`config.mk`:
```
export PLATFORM = sky130hd
export DESIGN_NAME = wdh_watchdog_halt
export DESIGN_NICKNAME = d
export VERILOG_FILES = /design/src/shared/wdh_pkg.sv /design/src/core/wdh_watchdog_halt.sv
export SDC_FILE = /design/constraint.sdc
export NUM_CORES = 1
export LEC_CHECK = 0
export BUFFER_PORTS_ARGS = -buffer_cell sky130_fd_sc_hd__buf_4
export CELL_PAD_IN_SITES_DETAIL_PLACEMENT = 0
export CELL_PAD_IN_SITES_GLOBAL_PLACEMENT = 2
export CORE_ASPECT_RATIO = 1.25
export CORE_MARGIN = 2
export CORE_UTILIZATION = 35
export DETAILED_ROUTE_END_ITERATION = 16
export PLACE_DENSITY_LB_ADDON = 0.1
export SYNTH_ARGS = -nofsm -noshare
export SYNTH_HDL_FRONTEND = slang
export SYNTH_SLANG_ARGS = --single-unit
```
`constraint.sdc`:
```
create_clock -name clk -period 2.85 [get_ports clk]
set_input_delay 0.285 -clock clk [delete_from_list [all_inputs] [get_ports clk]]
set_output_delay 0.285 -clock clk [all_outputs]
set_load 0.02 [all_outputs]
```
`src/shared/wdh_pkg.sv`:
```
// Constants, types and register map of the watchdog and halt wake-up block.
// Assumes a single 200 MHz fabric clock that never stops, even in halt.
package wdh_pkg;

    // ----------------------------------------------------------------
    // Register map
    // ----------------------------------------------------------------
    localparam int           ADDR_W         = 4;
    localparam logic [3:0]   ADDR_SEL       = 4'h0;
    localparam logic [3:0]   ADDR_STAT      = 4'h1;
    localparam logic [3:0]   ADDR_CMD       = 4'h2;
    localparam logic [3:0]   ADDR_CNT       = 4'h3;
    localparam logic [7:0]   SEL_RST        = 8'h07;
    localparam int           SEL_RATIO_LSB  = 0;
    localparam int           STAT_HALT_BIT  = 4;
    localparam int           STAT_EXP_BIT   = 5;
    localparam int           CMD_CLR_SINGLE = 0;
    localparam int           CMD_CLR_FIRST  = 1;
    localparam int           CMD_CLR_SECOND = 2;
    localparam int           CMD_HALT       = 3;

    // ----------------------------------------------------------------
    // Timing
    // ----------------------------------------------------------------
    localparam int           CLK_PERIOD_PS  = 5000;
    localparam int           SYS_PERIOD_PS  = 125000;
    localparam int           SYS_DIV        = SYS_PERIOD_PS / CLK_PERIOD_PS;
    localparam int           INSTR_DIV      = 4;
    localparam int           BASE_DIV       = 256;
    localparam int           STARTUP_CLKS   = 1024;

    // ----------------------------------------------------------------
    // Types
    // ----------------------------------------------------------------
    typedef enum logic [1:0] {
        SRC_RC    = 2'h0,
        SRC_RTC   = 2'h1,
        SRC_INSTR = 2'h2
    } wdh_src_t;

    typedef enum logic [2:0] {
        ST_RUN  = 3'h1,
        ST_HALT = 3'h2,
        ST_WAIT = 3'h4
    } wdh_state_t;

    typedef enum logic [4:0] {
        CAUSE_EXT  = 5'h01,
        CAUSE_WDTN = 5'h02,
        CAUSE_WARM = 5'h04,
        CAUSE_PORT = 5'h08,
        CAUSE_IRQ  = 5'h10
    } wdh_cause_t;

    typedef struct packed {
        logic [3:0] addr;
        logic [7:0] wdata;
        logic       wr;
        logic       rd;
    } wdh_bus_t;

    typedef struct packed {
        logic req;
        logic enabled;
        logic stack_full;
    } wdh_irq_t;

endpackage

```
`src/core/wdh_watchdog_halt.sv`:
```
// Watchdog timer with halt control, wake-up sequencing and start-up delay.
// Assumes a free-running clk; oscillator pins arrive asynchronously and are
// sampled here, the interrupt summary comes from logic on the same clock.
//
// Added by the designer: the placing of the registers and the address-and-strobe port.
`timescale 1ns/1ps

// Behaviour
// - Watchdog clock is RC oscillator, 32768 Hz clock or system clock over four.
// - With the watchdog disabled, every watchdog operation does nothing.
// - The 32768 Hz source is legal only in internal RC plus slow crystal mode.
// - The watchdog source first passes a fixed divide-by-256 stage.
// - Select bits 2..0 add a prescale ratio of two to the field value.
// - Select bit 3 and bits 7..4 are plain software storage.
// - Overflow while running resets the chip and sets the expiry flag.
// - Overflow in halt gives a warm reset of program counter and stack pointer.
// - Low reset pin or clear instruction clears counter and prescaler.
// - Single mode clears on one instruction; dual mode needs both instructions.
// - Instruction-clocked watchdog stops counting in halt.
// - Halt stops the system clock but keeps RC oscillator and state.
// - Entering halt clears counter and prescaler; RC source counts on.
// - Halt sets the halt flag and clears the expiry flag.
// - Power-up or single clear clears halt flag; timeout sets expiry flag.
// - Halt ends on reset pin, interrupt, port A falling edge or overflow.
// - Port A wake bits are build options; port wake resumes at next instruction.
// - Interrupt wake resumes if disabled or stack full, otherwise vectors.
// - An interrupt already pending at halt entry cannot wake the device.
// - Every wake-up waits 1024 system clocks before resuming.
// - Interrupt service starts a cycle after the delay; resume starts at once.
// - In external RC mode the system clock over four drives the clock pin.
module wdh_watchdog_halt #(
    parameter bit              WDT_EN      = 1'b1,
    parameter wdh_pkg::wdh_src_t CLK_SRC   = wdh_pkg::SRC_RC,
    parameter bit              RC_RTC_MODE = 1'b0,
    parameter bit              EXT_RC_MODE = 1'b0,
    parameter bit              DUAL_CLEAR  = 1'b0,
    parameter logic [7:0]      PA_WAKE     = 8'hff,
    parameter int              SYS_DIV     = wdh_pkg::SYS_DIV
) (
    input  wire logic              clk,
    input  wire logic              nrst,
    input  wire wdh_pkg::wdh_bus_t bus,
    output logic [7:0]             rdata_r,
    input  wire logic              wdt_osc_pin,
    input  wire logic              rtc_pin,
    input  wire logic              external_init_pin_n,
    input  wire logic [7:0]        port_a_pin,
    input  wire wdh_pkg::wdh_irq_t irq,
    output logic                   sys_tick_r,
    output logic                   halted_r,
    output logic                   chip_reset_r,
    output logic                   warm_reset_r,
    output logic                   resume_r,
    output logic                   irq_ack_r,
    output logic                   clock_pin_out_r
);

    // ----------------------------------------------------------------
    // Build-time checks
    // ----------------------------------------------------------------
    if (SYS_DIV < 1) begin : g_bad_div
        $error("SYS_DIV must be at least one");
    end
    if (CLK_SRC == wdh_pkg::SRC_RTC && !RC_RTC_MODE) begin : g_bad_rtc
        $error("Slow crystal source needs internal RC plus crystal mode");
    end

    localparam int DW = $clog2(SYS_DIV + 1);

    function automatic logic [6:0] ratio_m1(input logic [2:0] sel);
        ratio_m1 = 7'((8'h01 << sel) - 8'h01);
    endfunction

    function automatic logic rise(input logic now, input logic was);
        rise = now & ~was;
    endfunction

    // ----------------------------------------------------------------
    // Pin synchronisers
    // ----------------------------------------------------------------
    // Order: port A, reset pin, slow crystal, RC oscillator.
    logic [10:0] sync1_r;
    logic [10:0] sync2_r;
    logic [10:0] prev_r;

    always_ff @(posedge clk or negedge nrst) begin
        if (!nrst) begin
            sync1_r <= 11'h7fc;
            sync2_r <= 11'h7fc;
            prev_r  <= 11'h7fc;
        end else begin
            sync1_r <= {port_a_pin, external_init_pin_n, rtc_pin, wdt_osc_pin};
            sync2_r <= sync1_r;
            prev_r  <= sync2_r;
        end
    end

    logic       ext_low;
    logic       port_fall;
    logic       rc_tick;
    logic       rtc_tick;

    assign ext_low   = ~sync2_r[2];
    assign port_fall = |(prev_r[10:3] & ~sync2_r[10:3] & PA_WAKE);
    assign rc_tick   = rise(sync2_r[0], prev_r[0]);
    // The slow crystal tick is never gated by halt, so it counts on.
    assign rtc_tick  = rise(sync2_r[1], prev_r[1]) & RC_RTC_MODE;

    // ----------------------------------------------------------------
    // System clock enable and instruction clock
    // ----------------------------------------------------------------
    wdh_pkg::wdh_state_t state_r;
    wdh_pkg::wdh_state_t state_nxt;
    logic [DW-1:0]       sys_cnt_r;
    logic [1:0]          phase_r;
    logic                running;
    logic                sys_tick_nxt;
    logic                instr_tick;

    assign running      = (state_r != wdh_pkg::ST_HALT);
    assign sys_tick_nxt = running && (sys_cnt_r == DW'(SYS_DIV - 1));
    assign instr_tick   = sys_tick_r && (phase_r == 2'(wdh_pkg::INSTR_DIV - 1));

    always_ff @(posedge clk or negedge nrst) begin
        if (!nrst) begin
            sys_cnt_r  <= '0;
            sys_tick_r <= 1'b0;
        end else begin
            sys_tick_r <= sys_tick_nxt;
            if (!running || sys_tick_nxt) begin
                sys_cnt_r <= '0;
            end else begin
                sys_cnt_r <= sys_cnt_r + 1'b1;
            end
        end
    end

    always_ff @(posedge clk or negedge nrst) begin
        if (!nrst) begin
            phase_r         <= 2'h0;
            clock_pin_out_r <= 1'b0;
        end else if (sys_tick_r) begin
            phase_r         <= phase_r + 2'h1;
            clock_pin_out_r <= EXT_RC_MODE & phase_r[1];
        end
    end

    // ----------------------------------------------------------------
    // Register port
    // ----------------------------------------------------------------
    logic [7:0] sel_r;
    logic       halt_flag_r;
    logic       exp_flag_r;
    logic       first_seen_r;
    logic       second_seen_r;
    logic [7:0] base_r;
    logic [6:0] pre_r;
    logic       cmd_wr;
    logic       clr_single;
    logic       clr_first;
    logic       clr_second;
    logic       eff_clear;
    logic       halt_go;
    logic       enter_chip_rst;

    assign cmd_wr     = bus.wr && (bus.addr == wdh_pkg::ADDR_CMD);
    assign clr_single = WDT_EN && !DUAL_CLEAR && cmd_wr && bus.wdata[wdh_pkg::CMD_CLR_SINGLE];
    assign clr_first  = WDT_EN && DUAL_CLEAR && cmd_wr && bus.wdata[wdh_pkg::CMD_CLR_FIRST];
    assign clr_second = WDT_EN && DUAL_CLEAR && cmd_wr && bus.wdata[wdh_pkg::CMD_CLR_SECOND];
    assign eff_clear  = clr_single ||
                        ((clr_first || first_seen_r) && (clr_second || second_seen_r));
    assign halt_go    = (state_r == wdh_pkg::ST_RUN) && cmd_wr &&
                        bus.wdata[wdh_pkg::CMD_HALT] && !ext_low;

    // The pair of clear instructions may come in either order, but a clear
    // only counts once both halves have been seen since the last clear.
    always_ff @(posedge clk or negedge nrst) begin
        if (!nrst) begin
            first_seen_r  <= 1'b0;
            second_seen_r <= 1'b0;
        end else if (eff_clear || ext_low) begin
            first_seen_r  <= 1'b0;
            second_seen_r <= 1'b0;
        end else begin
            first_seen_r  <= first_seen_r | clr_first;
            second_seen_r <= second_seen_r | clr_second;
        end
    end

    always_ff @(posedge clk or negedge nrst) begin
        if (!nrst) begin
            sel_r <= wdh_pkg::SEL_RST;
        end else if (enter_chip_rst) begin
            sel_r <= wdh_pkg::SEL_RST;
        end else if (bus.wr && bus.addr == wdh_pkg::ADDR_SEL) begin
            sel_r <= bus.wdata;
        end
    end

    always_ff @(posedge clk or negedge nrst) begin
        if (!nrst) begin
            rdata_r <= 8'h00;
        end else if (bus.rd) begin
            case (bus.addr)
                wdh_pkg::ADDR_SEL:  rdata_r <= sel_r;
                wdh_pkg::ADDR_STAT: rdata_r <= (8'(exp_flag_r) << wdh_pkg::STAT_EXP_BIT) |
                                               (8'(halt_flag_r) << wdh_pkg::STAT_HALT_BIT);
                wdh_pkg::ADDR_CNT:  rdata_r <= base_r;
                default:            rdata_r <= 8'h00;
            endcase
        end else begin
            rdata_r <= 8'h00;
        end
    end

    // ----------------------------------------------------------------
    // Watchdog counter and prescaler
    // ----------------------------------------------------------------
    logic wdt_tick;
    logic ovf;

    always_comb begin
        case (CLK_SRC)
            wdh_pkg::SRC_RC:    wdt_tick = rc_tick;
            wdh_pkg::SRC_RTC:   wdt_tick = rtc_tick;
            wdh_pkg::SRC_INSTR: wdt_tick = instr_tick;
            default:            wdt_tick = 1'b0;
        endcase
        wdt_tick = wdt_tick & WDT_EN;
    end

    assign ovf = wdt_tick && (base_r == 8'(wdh_pkg::BASE_DIV - 1)) &&
                 (pre_r == ratio_m1(sel_r[2:0])) && !chip_reset_r;

    always_ff @(posedge clk or negedge nrst) begin
        if (!nrst) begin
            base_r <= 8'h00;
            pre_r  <= 7'h00;
        end else if (ext_low || eff_clear || halt_go || chip_reset_r || ovf) begin
            base_r <= 8'h00;
            pre_r  <= 7'h00;
        end else if (wdt_tick) begin
            base_r <= base_r + 8'h01;
            if (base_r == 8'(wdh_pkg::BASE_DIV - 1)) begin
                pre_r <= pre_r + 7'h01;
            end
        end
    end

    // ----------------------------------------------------------------
    // Status flags
    // ----------------------------------------------------------------
    // Hardware sets win over software clears in the same cycle.
    always_ff @(posedge clk or negedge nrst) begin
        if (!nrst) begin
            exp_flag_r <= 1'b0;
        end else if (ovf) begin
            exp_flag_r <= 1'b1;
        end else if (halt_go || eff_clear) begin
            exp_flag_r <= 1'b0;
        end
    end

    always_ff @(posedge clk or negedge nrst) begin
        if (!nrst) begin
            halt_flag_r <= 1'b0;
        end else if (halt_go) begin
            halt_flag_r <= 1'b1;
        end else if (eff_clear) begin
            halt_flag_r <= 1'b0;
        end
    end

    // ----------------------------------------------------------------
    // Halt, wake-up and start-up sequencing
    // ----------------------------------------------------------------
    wdh_pkg::wdh_cause_t cause_r;
    wdh_pkg::wdh_cause_t cause_nxt;
    logic [9:0]          wait_cnt_r;
    logic                irq_armed_r;
    logic                wait_done;

    assign wait_done = (state_r == wdh_pkg::ST_WAIT) && sys_tick_r &&
                       (wait_cnt_r == 10'(wdh_pkg::STARTUP_CLKS - 1)) && !ext_low;
    assign enter_chip_rst = (state_nxt == wdh_pkg::ST_WAIT) &&
                            (cause_nxt == wdh_pkg::CAUSE_EXT ||
                             cause_nxt == wdh_pkg::CAUSE_WDTN);

    always_comb begin
        state_nxt = state_r;
        cause_nxt = cause_r;
        case (state_r)
            wdh_pkg::ST_RUN: begin
                if (ext_low) begin
                    state_nxt = wdh_pkg::ST_WAIT;
                    cause_nxt = wdh_pkg::CAUSE_EXT;
                end else if (ovf) begin
                    state_nxt = wdh_pkg::ST_WAIT;
                    cause_nxt = wdh_pkg::CAUSE_WDTN;
                end else if (halt_go) begin
                    state_nxt = wdh_pkg::ST_HALT;
                end
            end
            wdh_pkg::ST_HALT: begin
                state_nxt = wdh_pkg::ST_WAIT;
                if (ext_low) begin
                    cause_nxt = wdh_pkg::CAUSE_EXT;
                end else if (ovf) begin
                    cause_nxt = wdh_pkg::CAUSE_WARM;
                end else if (port_fall) begin
                    cause_nxt = wdh_pkg::CAUSE_PORT;
                end else if (irq.req && irq_armed_r) begin
                    cause_nxt = wdh_pkg::CAUSE_IRQ;
                end else begin
                    state_nxt = wdh_pkg::ST_HALT;
                end
            end
            wdh_pkg::ST_WAIT: begin
                if (ext_low) begin
                    cause_nxt = wdh_pkg::CAUSE_EXT;
                end else if (wait_done) begin
                    state_nxt = wdh_pkg::ST_RUN;
                end
            end
            default: begin
                state_nxt = wdh_pkg::ST_RUN;
            end
        endcase
    end

    always_ff @(posedge clk or negedge nrst) begin
        if (!nrst) begin
            state_r  <= wdh_pkg::ST_RUN;
            cause_r  <= wdh_pkg::CAUSE_EXT;
            halted_r <= 1'b0;
        end else begin
            state_r  <= state_nxt;
            cause_r  <= cause_nxt;
            halted_r <= (state_nxt == wdh_pkg::ST_HALT);
        end
    end

    // A request already pending at halt entry is not a fresh event.
    always_ff @(posedge clk or negedge nrst) begin
        if (!nrst) begin
            irq_armed_r <= 1'b0;
        end else if (halt_go) begin
            irq_armed_r <= ~irq.req;
        end
    end

    // The reset pin held low keeps the start-up count at zero, so the
    // delay always runs its full length after the pin is released.
    always_ff @(posedge clk or negedge nrst) begin
        if (!nrst) begin
            wait_cnt_r <= 10'h000;
        end else if (state_r != wdh_pkg::ST_WAIT || ext_low) begin
            wait_cnt_r <= 10'h000;
        end else if (sys_tick_r) begin
            wait_cnt_r <= wait_cnt_r + 10'h001;
        end
    end

    always_ff @(posedge clk or negedge nrst) begin
        if (!nrst) begin
            chip_reset_r <= 1'b1;
        end else begin
            chip_reset_r <= (state_nxt == wdh_pkg::ST_WAIT) &&
                            (cause_nxt == wdh_pkg::CAUSE_EXT ||
                             cause_nxt == wdh_pkg::CAUSE_WDTN);
        end
    end

    logic ack_pend_r;

    always_ff @(posedge clk or negedge nrst) begin
        if (!nrst) begin
            warm_reset_r <= 1'b0;
            resume_r     <= 1'b0;
            ack_pend_r   <= 1'b0;
            irq_ack_r    <= 1'b0;
        end else begin
            warm_reset_r <= wait_done && (cause_r == wdh_pkg::CAUSE_WARM);
            resume_r     <= wait_done && (cause_r == wdh_pkg::CAUSE_PORT ||
                            (cause_r == wdh_pkg::CAUSE_IRQ &&
                             (!irq.enabled || irq.stack_full)));
            ack_pend_r   <= wait_done && cause_r == wdh_pkg::CAUSE_IRQ &&
                            irq.enabled && !irq.stack_full;
            irq_ack_r    <= ack_pend_r;
        end
    end
endmodule

```
==> results by group <==
Outcome
  • Status: finished, final reports clean

Floorplan
  • # rows: between 40 and 50
  • Initial Utilization: around 35%
  • Core ar.: between 10,000 and 15,000 um2
  • Num ports: 45
  • Die W: between 100 and 150 um
  • Chip height: approximately 130 um
  • Die ar.: 13,040 um2

Final layout
  • # nets final: around 480
  • Commonest non-fill, non-tap cell in the layout: dfrtp_1
  • N_diodes: 0
  • Area growth, synth to finish: 20.51%
  • Non-filler cells, final: approximately 610
  • Design area: between 5000 and 6000 um2
  • Final core occ: around 43%
  • Share of cells above drive strength 1: 29.05%
  • Commonest non-fill, non-tap cells in the layout: dfrtp_1 (61), buf_4 (58), nor2_1 (56)

Global routing
  • Vias in the first global route: about 2,900
  • Global route overflow: 0
  • Gr busiest metal: met2
  • Met3 Resource Use GR: under 10%
  • Met2 usage: between 20% and 30%
  • GRT Util Overall: 14.48%
  • Initial antenna violation count: 0
  • Largest net degree at the start of global routing: just over 50
  • First-pass GRT wire length: 14,550 um
  • Met1 track demand over resource: between 15 and 20%

Worst setup path
  • CP endpoint kind: register
  • Startpoint Class: register
  • Worst Path Required: 3.13 ns
  • Crit-path slowest cell: or4b_1
  • Worst-path fanout max: 8
  • Worst Path Class, Setup: register to register
  • CP max stage delay: roughly 0.52 ns
  • Crit-path most repeated cell: buf_4
  • Cells along the critical path: or3_1, ha_2, o211a_1, a221oi_2, nor4_2, buf_4, or4b_1, buf_4, nor2_1
  • Worst EP arrival: 2.96 ns

Worst hold path
  • Hold/Removal Path Class: input pin to register

STA
  • Max transition margin: a little under three fifths
  • Unrepaired setup endpoints after global routing: no
  • Fin Setup TNS: 0 ns
  • Fin. Hold Viols: 0
  • Shortest period the worst path allows: around 2.7 ns
  • Final setup viols: 0
  • Max Slew Vio Count: 0
  • Fmax: 372.8 MHz
  • Setup WS post-layout: 0.1674 ns
  • Worst Tran Pin Value: 0.6455 ns
  • Layout Skew: a little under 0.007 ns
  • Period utilization: between 90 and 100%

Drt
  • DR vias: approximately 2,900
  • Routed vias/inst: approximately 4.8
  • First drt pass iteration count: 4
  • Wire per inst: 14.37 um
  • Routed WL: approximately 8700 um
  • Drt initial violations: 57
  • # DRC: 0
  • Final antenna-violating net count: 0

Clock tree
  • CTS tree: done
  • CTS Buf Count: 9
  • Clk root buf: clkbuf_16
  • Setup Fix Bufs, Post-CTS: 0
  • H-tree depth: 3
  • Reg clk slew, reported paths: 0.07 ns
  • Clock buffer depth: 2
  • Clk sinks: slightly above 90
  • Skew-Pair Late Insertion Delay: about 0.35 ns

Logic synthesis
  • Seq/Total Area, Yosys: ~56%
  • Avg Cell Area, Syn: roughly 11 um2
  • Area of the mapped netlist: ~4200 um2
  • #FFs+latches synth: 93
  • YS warnings: 0
  • Number of cells produced by synthesis: approximately 380
  • Top_reg_cell synth: dfrtp_1
  • Most area-hungry cell type in the Yosys netlist: dfrtp_1
  • Top-area cell type share of the netlist area: a little over a third
  • Fraction of registers with async set or reset after synthesis: 100.0%
  • Post-synth EDFFs: 0
  • Synth cell types: 65
  • Synth top area cells: dfrtp_1 (36%), dfstp_2 (20%), nor2_1 (4.9%)
  • Syn Nets: between 400 and 500

Pwr
  • Leak: between 2 and 2.5 nW
  • Power per cell area: ~680 nW/um2
  • Max VDD drop: roughly 0.00034 V

Placement
  • Placed cells: 591
  • Pre-CTS setup slack: 0.06658 ns
  • Post-DP Area: about 4800 um2
  • Port-buffer cells: between 40 and 50
  • Detailed placement HPWL: about 6400 um
  • Final GP Congestion: between 0.7 and 0.8

Flow run
  • Max-Cap Viols: 0
## timing repair
action                     in CTS  in global routing
hold buffers                    1                  0
setup endpoints to repair       0                 23
resized for setup               0                  1
hold endpoints to repair       18                  0
## flip-flops by register name, summed over array words and instances (netlist names), 3 cells and up
signal      cells
prev_r          9
cause_r         5
sync1_r        10
pre_r           7
sync2_r        10
sel_r           8
base_r          8
state_r         3
wait_cnt_r     10
sys_cnt_r       5
rdata_r         8
## cell usage after synthesis, types with 5 or more instances
library cell / count
dfrtp_1: 61
nor2_1: 56
dfstp_2: 32
nand2_1: 27
a21oi_1: 15
xnor2_1: 15
xor2_1: 15
mux2i_1: 11
nand2b_1: 10
inv_1: 9
nand4_1: 9
o21ai_0: 9
a22oi_1: 8
nand3_1: 8
ha_1: 6
o21ai_1: 5
## worst paths after layout
check,endpoint,slack (ns),from,cells after the start
min in group asynchronous,pre_r[3],0.50,nrst,2
max in group asynchronous,prev_r[4],1.60,nrst,3
worst max-delay path,base_r[7],0.17,sel_r[2],9
worst max register to register,base_r[7],0.17,sel_r[2],9
worst min register to register,irq_ack_r,0.35,ack_pend_r,0
worst min-delay path,sync1_r[0],0.04,wdt_osc_pin,1
## stage by stage
stage	power, W	hold slack, ns
3_5_place_dp	0.002364	0.3379
2_1_floorplan	0.002117	-0.01059
6_report	0.003498	0.03880
5_1_grt	0.003719	0.02309
3_3_place_gp	0.002364	0.3343
4_1_cts	0.003559	0.02722
## critical path: cells and delay by family (launching register included)
| family | cells | cell delay, ns |
|---|---|---|
| AND/OR/NAND/NOR | 4 | 1.08 |
| AO/OA/AOI/OAI | 2 | 0.54 |
| flip-flops | 1 | 0.38 |
| buffers and inverters | 2 | 0.37 |
| adder cells (fa/ha/maj) | 1 | 0.24 |
## cells by family (layout without fill, tap and decap cells)
logic type | after synthesis | in the layout | share of synthesized area, %
buffers and inverters | 23 | 85 | 2.917
xor gates and xnor gates | 32 | 32 | 6.954
DFF | 93 | 93 | 55.75
AOI/OAI and AO/OA | 57 | 57 | 9.517
muxes | 14 | 14 | 3.388
and+or+nand+nor | 156 | 156 | 19.62
other | 1 | 1 | 0.08831
adders and majority gates | 6 | 6 | 1.768
## per-layer routing
metal	vias up	part of all wire, %	wire length [um]
met5	-	0	0
met4	0	3.0	262
met3	21	3.0	259
met2	43	50	4382
met1	1445	44	3831
li1	1432	-	-
## layout make-up
cell class,count,area [um2]
inverters,9,33.78
flip-flops and latches,93,2367
clock buffers,9,225.2
multi-input cells,266,1758
fillers,1161,6875
well taps,164,205.2
repair buffers,60,465.4
clock inverters,7,62.56
## power breakdown
part           internal, W  leakage [nW]  switching, W  total, W
clock             0.000613         0.145      0.000550   0.00116
sequential         0.00149          1.16      0.000129   0.00161
combinational     0.000344         0.948      0.000377  0.000721
total              0.00244          2.26       0.00106   0.00350
(Power assumes the default switching activity.)
